--- src/pkg/irp_pkg.sv ---
// shared constants and types for the register power-on init block
package irp_pkg;

  typedef enum logic {IRP_FPGA, IRP_CPLD} irp_style_t;
  typedef enum logic {IRP_INIT_R, IRP_INIT_S} irp_init_t;

  localparam int IRP_SYNC_STAGES = 2;
  localparam int IRP_COND_BITS   = 6;
  localparam int IRP_DATA_W      = 8;
  localparam int IRP_FSM_N       = 4;
  localparam int IRP_START_IDX   = 0;
  localparam int IRP_BIN_W       = 2;

endpackage

--- src/pkg/irp_cond_if.sv ---
// synchronised data and condition bundle between the input stage and the core
`timescale 1ns/1ps
interface irp_cond_if #(
  parameter int DW = 8
);
  logic [DW-1:0] data;
  logic          clr;
  logic          set;
  logic          le;
  logic          ld;
  logic          fsm_rst;
  logic          fsm_step;

  modport src (output data, clr, set, le, ld, fsm_rst, fsm_step);
  modport dst (input data, clr, set, le, ld, fsm_rst, fsm_step);
endinterface

--- src/rtl/irp_init_top.sv ---
// power-on and async condition init logic: banks, one-hot and binary machines, latch
`timescale 1ns/1ps
module irp_init_top #(
  parameter irp_pkg::irp_style_t STYLE        = irp_pkg::IRP_FPGA,
  parameter bit                  NO_ASYNC_SET = 1'b0,
  parameter int                  DATA_W       = irp_pkg::IRP_DATA_W,
  parameter int                  FSM_N        = irp_pkg::IRP_FSM_N,
  parameter int                  fsm_start_state_attribute = irp_pkg::IRP_START_IDX,
  parameter logic [DATA_W-1:0]   INIT_S_MASK  = '0
) (
  input  wire logic              core_clk,              // 125 MHz clock
  input  wire logic              rst_n,                 // power-on, sync, active low
  input  wire logic [DATA_W-1:0] data_in,               // register data
  input  wire logic              async_clear_condition, // clear, active high
  input  wire logic              async_set_condition,   // set, active high
  input  wire logic              latch_hold_enable,     // latch enable, active high
  input  wire logic              latch_d_in,            // latch data
  input  wire logic              fsm_reset_in,          // machine reset, active high
  input  wire logic              fsm_step_in,           // machine advance
  output logic      [DATA_W-1:0] clr_bank_q,            // clear-only bank
  output logic      [DATA_W-1:0] set_bank_q,            // set-only bank
  output logic      [DATA_W-1:0] plain_bank_q,          // no-condition bank
  output logic      [DATA_W-1:0] quiet_bank_q,          // set tied to zero
  output logic      [DATA_W-1:0] init_bank_q,           // init-code bank
  output logic                   latch_q,               // transparent latch
  output logic      [FSM_N-1:0]  onehot_q,              // one-hot state
  output logic      [irp_pkg::IRP_BIN_W-1:0] bin_state_q // binary state
);
  import irp_pkg::*;

  // ------------------------------------------------------------------
  // elaboration checks
  // ------------------------------------------------------------------
  if (DATA_W < 1) begin : g_bad_w
    $error("DATA_W must be at least one");
  end
  if (FSM_N < 2) begin : g_bad_n
    $error("FSM_N must be at least two");
  end
  if (fsm_start_state_attribute < 0 || fsm_start_state_attribute >= FSM_N) begin : g_bad_s
    $error("start state outside the machine");
  end

  typedef enum logic [IRP_BIN_W-1:0] {
    BIN_IDLE,
    BIN_RUN,
    BIN_WAIT,
    BIN_DONE
  } irp_bin_t;

  localparam logic [FSM_N-1:0] START_VEC = FSM_N'(1) << fsm_start_state_attribute;

  // ------------------------------------------------------------------
  // input synchronisation
  // ------------------------------------------------------------------
  irp_cond_if #(.DW(DATA_W)) cond ();

  irp_sync #(
    .DW (DATA_W)
  ) u_sync (
    .core_clk (core_clk),
    .rst_n    (rst_n),
    .data_in  (data_in),
    .clr_in   (async_clear_condition),
    .set_in   (async_set_condition),
    .le_in    (latch_hold_enable),
    .ld_in    (latch_d_in),
    .rst_in   (fsm_reset_in),
    .step_in  (fsm_step_in),
    .cond     (cond.src)
  );

  logic [DATA_W-1:0] clr_q;
  logic [DATA_W-1:0] set_q;
  logic [DATA_W-1:0] plain_q;
  logic [DATA_W-1:0] quiet_q;
  logic [DATA_W-1:0] init_q;
  logic [FSM_N-1:0]  oh_cur;
  logic [FSM_N-1:0]  oh_next;
  logic              lat_q;
  irp_bin_t          bin_reg;

  // ------------------------------------------------------------------
  // register banks
  // ------------------------------------------------------------------
  for (genvar i = 0; i < DATA_W; i++) begin : g_bank
    irp_cell #(
      .STYLE   (STYLE),
      .HAS_CLR (1'b1),
      .HAS_SET (1'b0),
      .INIT    (IRP_INIT_R),
      .NO_ASET (NO_ASYNC_SET)
    ) u_clr (
      .core_clk (core_clk),
      .rst_n    (rst_n),
      .d        (cond.data[i]),
      .clr      (cond.clr),
      .set      (1'b0),
      .q        (clr_q[i])
    );
    irp_cell #(
      .STYLE   (STYLE),
      .HAS_CLR (1'b0),
      .HAS_SET (1'b1),
      .INIT    (IRP_INIT_R),
      .NO_ASET (NO_ASYNC_SET)
    ) u_set (
      .core_clk (core_clk),
      .rst_n    (rst_n),
      .d        (cond.data[i]),
      .clr      (1'b0),
      .set      (cond.set),
      .q        (set_q[i])
    );
    irp_cell #(
      .STYLE   (STYLE),
      .HAS_CLR (1'b0),
      .HAS_SET (1'b0),
      .INIT    (IRP_INIT_R),
      .NO_ASET (NO_ASYNC_SET)
    ) u_plain (
      .core_clk (core_clk),
      .rst_n    (rst_n),
      .d        (cond.data[i]),
      .clr      (1'b0),
      .set      (1'b0),
      .q        (plain_q[i])
    );
    // set present but tied low: power-on value only
    irp_cell #(
      .STYLE   (STYLE),
      .HAS_CLR (1'b0),
      .HAS_SET (1'b1),
      .INIT    (IRP_INIT_R),
      .NO_ASET (NO_ASYNC_SET)
    ) u_quiet (
      .core_clk (core_clk),
      .rst_n    (rst_n),
      .d        (cond.data[i]),
      .clr      (1'b0),
      .set      (1'b0),
      .q        (quiet_q[i])
    );
    irp_cell #(
      .STYLE   (STYLE),
      .HAS_CLR (STYLE == IRP_CPLD),
      .HAS_SET (1'b1),
      .INIT    (INIT_S_MASK[i] ? IRP_INIT_S : IRP_INIT_R),
      .NO_ASET (NO_ASYNC_SET)
    ) u_init (
      .core_clk (core_clk),
      .rst_n    (rst_n),
      .d        (cond.data[i]),
      .clr      (cond.clr),
      .set      (cond.set),
      .q        (init_q[i])
    );
  end

  // ------------------------------------------------------------------
  // one-hot machine
  // ------------------------------------------------------------------
  assign oh_next = cond.fsm_step ? {oh_cur[FSM_N-2:0], oh_cur[FSM_N-1]} : oh_cur;

  for (genvar s = 0; s < FSM_N; s++) begin : g_oh
    localparam bit IS_START = (s == fsm_start_state_attribute);
    irp_cell #(
      .STYLE   (STYLE),
      .HAS_CLR (!IS_START),
      .HAS_SET (IS_START),
      .INIT    (IS_START ? IRP_INIT_S : IRP_INIT_R),
      .NO_ASET (NO_ASYNC_SET)
    ) u_state (
      .core_clk (core_clk),
      .rst_n    (rst_n),
      .d        (oh_next[s]),
      .clr      (cond.fsm_rst),
      .set      (cond.fsm_rst),
      .q        (oh_cur[s])
    );
  end

  // ------------------------------------------------------------------
  // binary machine
  // ------------------------------------------------------------------
  always_ff @(posedge core_clk) begin
    if (!rst_n) begin
      bin_reg <= BIN_IDLE;
    end else if (cond.fsm_rst) begin
      bin_reg <= BIN_IDLE;
    end else if (cond.fsm_step) begin
      case (bin_reg)
        BIN_IDLE: bin_reg <= BIN_RUN;
        BIN_RUN:  bin_reg <= BIN_WAIT;
        BIN_WAIT: bin_reg <= BIN_DONE;
        BIN_DONE: bin_reg <= BIN_IDLE;
        default:  bin_reg <= BIN_IDLE;
      endcase
    end
  end

  // ------------------------------------------------------------------
  // transparent latch
  // ------------------------------------------------------------------
  if (STYLE == IRP_CPLD) begin : g_lat_cpld
    // held clock: data path only recirculates, conditions do the work
    irp_cell #(
      .STYLE   (STYLE),
      .HAS_CLR (1'b1),
      .HAS_SET (1'b1),
      .INIT    (IRP_INIT_R),
      .NO_ASET (NO_ASYNC_SET)
    ) transparent_latch_primitive (
      .core_clk (core_clk),
      .rst_n    (rst_n),
      .d        (lat_q),
      .clr      (~cond.ld & cond.le),
      .set      (cond.ld & cond.le),
      .q        (lat_q)
    );
  end else begin : g_lat_fpga
    irp_cell #(
      .STYLE   (STYLE),
      .HAS_CLR (1'b0),
      .HAS_SET (1'b0),
      .INIT    (IRP_INIT_R),
      .NO_ASET (NO_ASYNC_SET)
    ) transparent_latch_primitive (
      .core_clk (core_clk),
      .rst_n    (rst_n),
      .d        (cond.le ? cond.ld : lat_q),
      .clr      (1'b0),
      .set      (1'b0),
      .q        (lat_q)
    );
  end

  // ------------------------------------------------------------------
  // output registers
  // ------------------------------------------------------------------
  always_ff @(posedge core_clk) begin
    if (!rst_n) begin
      clr_bank_q   <= '0;
      set_bank_q   <= '0;
      plain_bank_q <= '0;
      quiet_bank_q <= '0;
      init_bank_q  <= '0;
      latch_q      <= 1'b0;
      onehot_q     <= '0;
      bin_state_q  <= '0;
    end else begin
      clr_bank_q   <= clr_q;
      set_bank_q   <= set_q;
      plain_bank_q <= plain_q;
      quiet_bank_q <= quiet_q;
      init_bank_q  <= init_q;
      latch_q      <= lat_q;
      onehot_q     <= oh_cur;
      bin_state_q  <= bin_reg;
    end
  end
endmodule

--- src/rtl/irp_sync.sv ---
// two-stage synchroniser for every data and condition pin input of the block
`timescale 1ns/1ps
module irp_sync #(
  parameter int DW = irp_pkg::IRP_DATA_W
) (
  input  wire logic          core_clk,   // block clock
  input  wire logic          rst_n,      // sync reset, active low
  input  wire logic [DW-1:0] data_in,    // raw data pins
  input  wire logic          clr_in,     // raw clear condition
  input  wire logic          set_in,     // raw set condition
  input  wire logic          le_in,      // raw latch enable
  input  wire logic          ld_in,      // raw latch data
  input  wire logic          rst_in,     // raw machine reset condition
  input  wire logic          step_in,    // raw machine advance
  irp_cond_if.src            cond        // synchronised outputs
);
  import irp_pkg::*;

  localparam int N = DW + IRP_COND_BITS;

  logic [N-1:0] raw;
  logic [N-1:0] meta_reg;
  logic [N-1:0] sync_reg;

  assign raw = {data_in, clr_in, set_in, le_in, ld_in, rst_in, step_in};

  // first stage feeds only the second stage
  always_ff @(posedge core_clk) begin
    if (!rst_n) begin
      meta_reg <= '0;
      sync_reg <= '0;
    end else begin
      meta_reg <= raw;
      sync_reg <= meta_reg;
    end
  end

  assign {cond.data, cond.clr, cond.set, cond.le, cond.ld, cond.fsm_rst, cond.fsm_step} = sync_reg;
endmodule

--- src/rtl/irp_cell.sv ---
// one configurable register with power-on value and clear/set conditions
`timescale 1ns/1ps
module irp_cell #(
  parameter irp_pkg::irp_style_t STYLE   = irp_pkg::IRP_FPGA,
  parameter bit                  HAS_CLR = 1'b0,
  parameter bit                  HAS_SET = 1'b0,
  parameter irp_pkg::irp_init_t  INIT    = irp_pkg::IRP_INIT_R,
  parameter bit                  NO_ASET = 1'b0
) (
  input  wire logic core_clk,  // block clock
  input  wire logic rst_n,     // power-on reset, active low
  input  wire logic d,         // data
  input  wire logic clr,       // clear condition, active high
  input  wire logic set,       // set condition, active high
  output logic      q          // logical value
);
  import irp_pkg::*;

  // inverted store only where a set is wanted but the family lacks it
  localparam bit INV = (STYLE == IRP_FPGA) && HAS_SET && NO_ASET;
  // power-on follows the async condition in fpga, the init code in cpld
  localparam bit PON = (STYLE == IRP_CPLD) ?
                       (INIT == IRP_INIT_S) :
                       HAS_SET;
  localparam bit STORE_PON = PON ^ INV;

  if (STYLE == IRP_FPGA && HAS_CLR && HAS_SET) begin : g_bad_pair
    $error("fpga style cell cannot carry clear and set together");
  end
  if (INV && HAS_CLR) begin : g_bad_inv
    $error("inverted cell has no clear left");
  end

  logic store_reg;
  logic clr_eff;
  logic set_eff;

  assign clr_eff = HAS_CLR & clr;
  assign set_eff = HAS_SET & set;

  always_ff @(posedge core_clk) begin
    if (!rst_n) begin
      store_reg <= STORE_PON;
    end else if (INV) begin
      if (set_eff) begin
        store_reg <= 1'b0;
      end else begin
        store_reg <= ~d;
      end
    end else if (clr_eff) begin
      store_reg <= 1'b0;
    end else if (set_eff) begin
      store_reg <= 1'b1;
    end else begin
      store_reg <= d;
    end
  end

  assign q = store_reg ^ INV;
endmodule

--- config.mk ---
export PLATFORM = sky130hd
export DESIGN_NAME = irp_init_top
export DESIGN_NICKNAME = d
export VERILOG_FILES = /design/src/pkg/irp_pkg.sv /design/src/pkg/irp_cond_if.sv /design/src/rtl/irp_init_top.sv /design/src/rtl/irp_sync.sv /design/src/rtl/irp_cell.sv
export SDC_FILE = /design/constraint.sdc
export NUM_CORES = 1
export LEC_CHECK = 0
export BUFFER_PORTS_ARGS = -buffer_cell sky130_fd_sc_hd__clkbuf_2
export CORE_MARGIN = 2
export CORE_UTILIZATION = 50
export DETAILED_ROUTE_END_ITERATION = 8
export PLACE_DENSITY = 0.73
export RECOVER_POWER = 50
export SETUP_SLACK_MARGIN = 0.4
export SYNTH_ARGS = -nofsm -noshare
export SYNTH_HDL_FRONTEND = slang
export SYNTH_SLANG_ARGS = --single-unit
--- constraint.sdc ---
create_clock -name core_clk -period 2.9 [get_ports core_clk]
set_clock_uncertainty 0.05 [all_clocks]
set_input_delay 0.29 -clock core_clk [delete_from_list [all_inputs] [get_ports core_clk]]
set_output_delay 0.29 -clock core_clk [all_outputs]
set_load 0.1 [all_outputs]
# --- Yosys cells after proc, flatten, opt, wreduce, memory -nomap -nowiden ---
# Cells that the tools add are included.
classes:
  n_eq_ne: 3
  mux: 1
  n_bitwise: 1
  n_reduce_logical: 4
op_table:
  columns: ["op", "n"]
  rows:
  - ["2-bit one-hot mux with 4 select lines", 1]
  - ["2-bit OR reduction", 3]
  - ["2-bit == test (second input constant)", 2]
  - ["2-bit by 1-bit == test with 1-bit output (second input constant)", 1]
  - ["2-bit logical NOT", 1]
  - ["1-bit NOT", 1]
totals:
  regBits: 106
  input_bits: 16
  output_inout_bits: 47
  wordCells: 56

# --- Depth between registers and ports, before layout ---
# Gate-level depths: netlist of run 1.
logic_depth:
  word_depth: 2
  ltp_mapped: 4
  depth_no_buf: 4

# --- Modules after synthesis ---
# Synthesis of run 1 repeated with hierarchy kept, for this count alone.
unflattened:
  cells_unflattened: 266
  area_unflattened_um2: 3528.4
by_module_without_submodules:
  columns: ["mod", "n_inst", "cells_per_inst", "area_each_um2", "seq_area_each_um2"]
  rows:
  - ["irp_init_top", 1, 118, 1470.2, 980.9]
  - ["irp_cell (g_bank[0].u_clr ...)", 36, 2, 28.8, 20.0]
  - ["irp_sync", 1, 58, 785.8, 560.5]
  - ["irp_cell (g_bank[0].u_plain ...)", 9, 2, 26.3, 20.0]

# --- Worst setup path after synthesis of run 1 ---
# No wires, ideal clock.
synth_timing:
  kind: "register to output"
  from: "register init_bank_q[0] (netlist name)"
  to: "output set_bank_q[0]"
  arrival_ns: 1.356
  required_ns: 2.560
  path_slack_ns: 1.204
  path_stages_with_launch: 2
  n_path_buf: 1
  cell_sequence: "dfxtp_1 -> buf_4"
synth_lines:
  columns: ["item", "line_no", "rtl"]
  rows:
  - ["end, declared", "irp_init_top.sv:21", "output logic [DATA_W-1:0] set_bank_q,"]

# --- Worst setup path in the final report of run 1 ---
layout_timing:
  from: "input rst_n"
  to: "register g_bank[2].u_quiet.store_reg"
layout_lines:
  columns: ["item", "line_no", "rtl"]
  rows:
  - ["start, declared", "irp_init_top.sv:12", "input wire logic rst_n,"]
  - ["end signal, assigned", "irp_cell.sv:48", "store_reg <= ~d;"]
  - ["end, declared", "irp_cell.sv:34", "logic store_reg;"]
# No word-level cell between the ends.

==> results of run 1 <==
Yosys cell counts, drive strengths merged:
cell type	count	area, µm²
a211o	1	8.76
a211oi	1	7.51
and2	83	526
and2b	3	26.3
buf	10	76.3
clkbuf	8	37.5
dfxtp	106	2120
ha	2	25.0
inv	2	7.51
mux2i	5	50.1
nand2b	16	103
nor2	6	22.5
nor2b	1	6.26
or2b	1	7.51
per-layer routing:
metal,track usage [%],vias up,share of wire (%)
li1,-,847,-
met1,14.1,693,46
met5,0,-,0
met3,3.30,8,5.6
met2,19.7,47,45
met4,10.0,0,3.1
cell type report:
type	count	area (µm²)	share of cell area [%]
multi-input combinational	119	779	22.0
sequential	106	2120	60.0
clock inverter	4	73.8	2.09
clock buffer	12	145	4.10
inverter	2	7.51	0.212
timing repair buffer	63	317	8.95
tap	75	93.8	2.65
cells by family after synthesis:
| kind of cell | synth area share, % |
|---|---|
| AND/OR/NAND/NOR | 22.8 |
| AO/OA/AOI/OAI | 0.538 |
| flip-flops | 70.1 |
| buffers and inverters | 4.01 |
| adder cells (fa/ha/maj) | 0.827 |
| multiplexers | 1.65 |
power groups by stage:
stage | clock (mW) | combinational [mW] | sequential [mW]
after floorplan | 0 | 0.129 | 1.72
after global placement | 0 | 0.310 | 1.57
after detailed placement | 0 | 0.311 | 1.57
after CTS | 0.982 | 0.312 | 1.54
after global routing | 1.04 | 0.325 | 1.54
final | 0.954 | 0.308 | 1.54
worst max path at each step:
stage	end	slack [ns]	from	cells past startpoint
floorplan	set_bank_q[0]	1.20	init_bank_q[0]$_SDFF_PN0_	1
global placement	g_bank[2].u_quiet.q$_SDFF_PN1_	1.22	rst_n	3
detailed placement	g_bank[2].u_quiet.q$_SDFF_PN1_	1.22	rst_n	3
CTS	init_bank_q[4]	1.37	init_bank_q[4]$_SDFF_PN0_	1
global route	g_bank[2].u_quiet.q$_SDFF_PN1_	0.67	rst_n	3
finish	g_bank[2].u_quiet.q$_SDFF_PN1_	1.01	rst_n	3
critical path, cell delays in order:
cell and delay [ns]:
clkbuf_1 1.11, buf_4 0.43, or2b_1 0.24
placed cells by master (no fill, tap or decap), types with 3 or more instances in the layout:
cell type  instances
and2_1            72
and2_0             6
dfxtp_1          106
clkbuf_1           3
mux2i_1            5
clkbuf_2          61
clkbuf_8          10
and2_2             5
nor2_1             6
nand2b_1          15
metrics by stage:
stage / instance area (µm²) / std cells / setup slack (ns) / hold WS [ns] / util, %
2_1_floorplan: 3030 / 245 / 1.20 / 0.362 / -
3_3_place_gp: 3320 / 365 / 1.22 / 0.364 / 56.5
3_5_place_dp: 3320 / 365 / 1.22 / 0.367 / 56.5
4_1_cts: 3540 / 381 / 1.37 / 0.0751 / 60.2
5_1_grt: 3540 / 381 / 0.666 / 0.0900 / 60.1
6_report: 3540 / 381 / 1.01 / 0.0915 / 60.1
==> flow_summary.ini, run 1 <==
[final_layout]
nFillCells = 496
diodes = 0
drive_gt1_share_pct = 27.1
area_growth_pct = 17.0
finalNetCount = 319

[clock_network]
clkSlewWorstSetupHoldPaths_ns = 0.09
cts_tree = yes
cts_hold_buf = 0
post-cts-setup-buffers = 0
cts_resized = 0
cts.path.max_buffers = 2
root_buffer = clkbuf_8
clock_sinks = 106
cts_buffers = 9
h-tree-depth = 3
clk_latency_ns = 0.35

[power]
powerDensity_nw_per_um2 = 791
p_switching_uw = 711
clock_power_share_pct = 34.1
power.leakage_nw = 1.60
p_seq_share_pct = 54.9
swShare_pct = 25.4
vdd_ir_drop_max_v = 0.000498
intPower_mw = 2.09
comb_power_share_pct = 11.0
power_mw = 2.80

[die]
ios = 63
start_util_pct = 51.4
die_y_um = 81.8
num_rows = 28
die_x_um = 81.8
die_area_um2 = 6690
coreArea_um2 = 5890

[placed_design]
gp_congestion = 0.666
io_buffers = 62
hpwl_mm = 2.39

[global_route]
grt_util_all_layers_pct = 12.4
grt_pass1_vias = 1455
overflow = 0
grt_pass1_wl_mm = 6.04
grt_max_degree = 55
antenna_found_initial = 0

[status]
status = finished, violations left
violations = max-capacitance violations, max-slew violations

[yosys]
yosysSeqAreaShare_pct = 70.1
ys_ff_latch = 106
syn_nets = 263
yosys_warnings = 0
avgSynthCellArea_um2 = 12.3
yosys.cell_types.count = 19
netlist_area_um2 = 3030
synthCells = 245

[setup_path]
rrSetupSlack_ns = 1.84
arrival_ns = 2.09
critPathRequiredTime_ns = 3.10
path_class = in2reg
cp-start-kind = primary input
end_kind = flop
cp_max_fo = 54
r2r.worst_path.cells = 4
timing.rr.start = bin_reg[0]$_SDFFE_PP0P_
worst_r2r_endpoint = bin_reg[1]$_SDFFE_PP0P_

[sta]
setup_viol = 0
period_minus_slack_ns = 1.89
fmax_mhz = 529
relSlewSlack_pct = -4.57
rsz0062_at_grt = false
setup_tns_ns = 0
worst_slew_pin_slew_ns = 1.57
finalHoldViolCount = 0
layout_worst_path_cycle_share_pct = 65.2
drv_slew = 55

[routing]
routedWlPerCell_um = 9.78
dr.first_iter.drc_count = 64
firstDrtPassIters = 3
avgViaCountPerCell = 4.19
wl_mm = 3.73
antenna_left = 0
drc = 0
vias = 1595

[min_path]
holdPathStages = 2
min_from = latch_hold_enable
hold_end = u_sync.meta_reg[3]$_SDFF_PN0_
hp-class = in2reg

[run]
cap_violations = 1
No activity file was read; power rests on OpenSTA's default activity.
==> run 2: changes to the inputs <==
--- a/config.mk
+++ b/config.mk
@@ -5,6 +5,7 @@
 export SDC_FILE = /design/constraint.sdc
 export NUM_CORES = 1
 export LEC_CHECK = 0
+export ABC_AREA = 1
 export BUFFER_PORTS_ARGS = -buffer_cell sky130_fd_sc_hd__clkbuf_2
 export CORE_MARGIN = 2
 export CORE_UTILIZATION = 50
==> constraint.sdc (replaced) <==
create_clock -name core_clk -period 1.8 [get_ports core_clk]
set_clock_uncertainty 0.05 [all_clocks]
set_input_delay 0.18 -clock core_clk [delete_from_list [all_inputs] [get_ports core_clk]]
set_output_delay 0.18 -clock core_clk [all_outputs]
set_load 0.1 [all_outputs]
==> flow_summary.ini, run 2 <==
[setup_path]
path_class = reg2out
arrival_ns = 1.13
cp_max_fo = 1
path_buf_inv = 1
timing.rr.start = bin_reg[1]$_SDFFE_PP0P_
critPathRequiredTime_ns = 1.57
crit_slowest_cell = clkbuf_2
cp-start-kind = flop
end_kind = output pin
crit_family = buffers and inverters
cpPeakStageDelay_ns = 0.46
rrSetupSlack_ns = 0.80
crit_start = onehot_q[3]$_SDFF_PN0_
crit_chain = clkbuf_2

[placed_design]
placed_cells = 461
io_buffers = 62
hpwl_mm = 2.69
gp_congestion = 0.716
dpl_cell_area_um2 = 3410

[yosys]
synthCells = 342
avgSynthCellArea_um2 = 9.14
yosys_warnings = 0
netlist_area_um2 = 3130
synth_most_common_cell = dfxtp_1
synth_area_leaders = dfxtp_1 (68%), nand2_1 (12%), inv_1 (11%), buf_4 (2.2%), buf_6 (2.2%)
synth_edf_count = 0
async_flop_share_pct = 0
synth_top_area_cell = dfxtp_1
syn_nets = 360
yosysTopAreaCellShare_pct = 67.9
yosys.cell_types.count = 15
ys_ff_latch = 106
synth_flop_cell = dfxtp_1
synth_commonest_cells = dfxtp_1 (106), nand2_1 (104), inv_1 (89), nor2_1 (13), buf_4 (9)
yosysSeqAreaShare_pct = 67.9

[global_route]
grt_util_all_layers_pct = 13.0
grt_max_degree = 86
overflow = 0
antenna_found_initial = 0
grt_pass1_vias = 1815
grt_pass1_wl_mm = 7.28

[power]
power_mw = 4.49
swShare_pct = 26.6
intPower_mw = 3.30
powerDensity_nw_per_um2 = 1200
p_seq_share_pct = 55.2
comb_power_share_pct = 12.0
power.leakage_nw = 2.26
clock_power_share_pct = 32.8
vdd_ir_drop_max_v = 0.000680
p_switching_mw = 1.19

[clock_network]
post-cts-setup-buffers = 0
cts_buffers = 9
clock_sinks = 106
clk_latency_ns = 0.34
root_buffer = clkbuf_8
clkSlewWorstSetupHoldPaths_ns = 0.09
h-tree-depth = 3
cts_tree = yes
cts.path.max_buffers = 2

[sta]
finalHoldViolCount = 0
setup_tns_ns = 0
worst_slew_pin_slew_ns = 0.547
setup_viol = 0
period_minus_slack_ns = 1.36
relSlewSlack_pct = 63.7
layout_worst_path_cycle_share_pct = 75.6
drv_slew = 0
rsz0062_at_grt = false
fmax_mhz = 735

[routing]
antenna_left = 0
avgViaCountPerCell = 4.06
routedWlPerCell_um = 8.69
wl_mm = 4.26
dr.first_iter.drc_count = 62
drc = 0
firstDrtPassIters = 4
vias = 1991

[die]
die_area_um2 = 6900
coreArea_um2 = 5990
start_util_pct = 52.2
ios = 63
die_y_um = 83.1
die_x_um = 83.1
num_rows = 28

[min_path]
min_from = rst_n
hp-class = in2reg

[final_layout]
nFillCells = 509
finalNetCount = 429
final_area_um2 = 3760
mostFrequentLayoutCells = nand2_1 (104), dfxtp_1 (98), inv_1 (89)
fin_util_pct = 62.7
stdcell_count = 490
drive_gt1_share_pct = 21.0
area_growth_pct = 20.2
multiInputGateArea_um2 = 512
diodes = 0
final_common_cell = nand2_1
ff_latch_area_um2 = 2130

[status]
status = finished clean

[run]
cap_violations = 0
-- run 2: path summary, 6_finish.rpt --
| check | endpoint | depth (start not counted) |
|---|---|---|
| hold / removal | g_bank[5].u_set.q$_SDFF_PP1_ | 4 |
| setup / recovery | onehot_q[3] | 1 |
| hold reg to reg | init_bank_q[7]$_SDFF_PN0_ | 2 |
| setup reg to reg | bin_reg[1]$_SDFFE_PP0P_ | 4 |
-- run 2: timing repair --
action,in CTS,in global routing
resized for setup,0,5
endpoints found under the setup margin,0,5
hold endpoints to repair,14,0
hold buffers,14,0
-- run 2: routing by layer --
metal / part of all wire, % / vias to the layer above / track usage [%]
met1: 43 / 861 / 13.5
met5: 0 / - / 0
li1: - / 1071 / -
met2: 50 / 50 / 23.5
met3: 5.1 / 9 / 4.08
met4: 1.8 / 0 / 6.71
-- run 2: cell families (layout without fill, tap and decap cells) --
| kind of cell | after synthesis | in the layout | synth area share, % |
|---|---|---|---|
| AND/OR/NAND/NOR | 120 | 120 | 14.8 |
| flip-flops | 106 | 106 | 67.9 |
| adder cells (fa/ha/maj) | 2 | 2 | 0.801 |
| AO/OA/AOI/OAI | 5 | 5 | 0.801 |
| buffers and inverters | 109 | 182 | 15.7 |
-- run 2: final cells by class --
cell class	count	area share [%]
inverters	90	8.99
repair buffers	77	12.5
well taps	75	2.50
clock buffers	12	4.40
clock inverters	3	1.27
multi-input cells	127	13.6
flip-flops and latches	106	56.7
-- run 2: power by group through the flow --
stage	clock network (mW)	logic [mW]	registers (mW)
floorplan	0	0.224	2.78
global placement	0	0.512	2.54
detailed placement	0	0.517	2.54
CTS	1.51	0.541	2.48
global route	1.61	0.569	2.49
finish	1.47	0.538	2.48
-- run 2: through the flow --
| step | setup WS, ns | hold WS [ns] |
|---|---|---|
| floorplan | 0.548 | 0.223 |
| global placement | 0.794 | 0.310 |
| detailed placement | 0.782 | 0.314 |
| CTS | 0.420 | 0.174 |
| global route | 0.400 | 0.190 |
| finish | 0.440 | 0.198 |
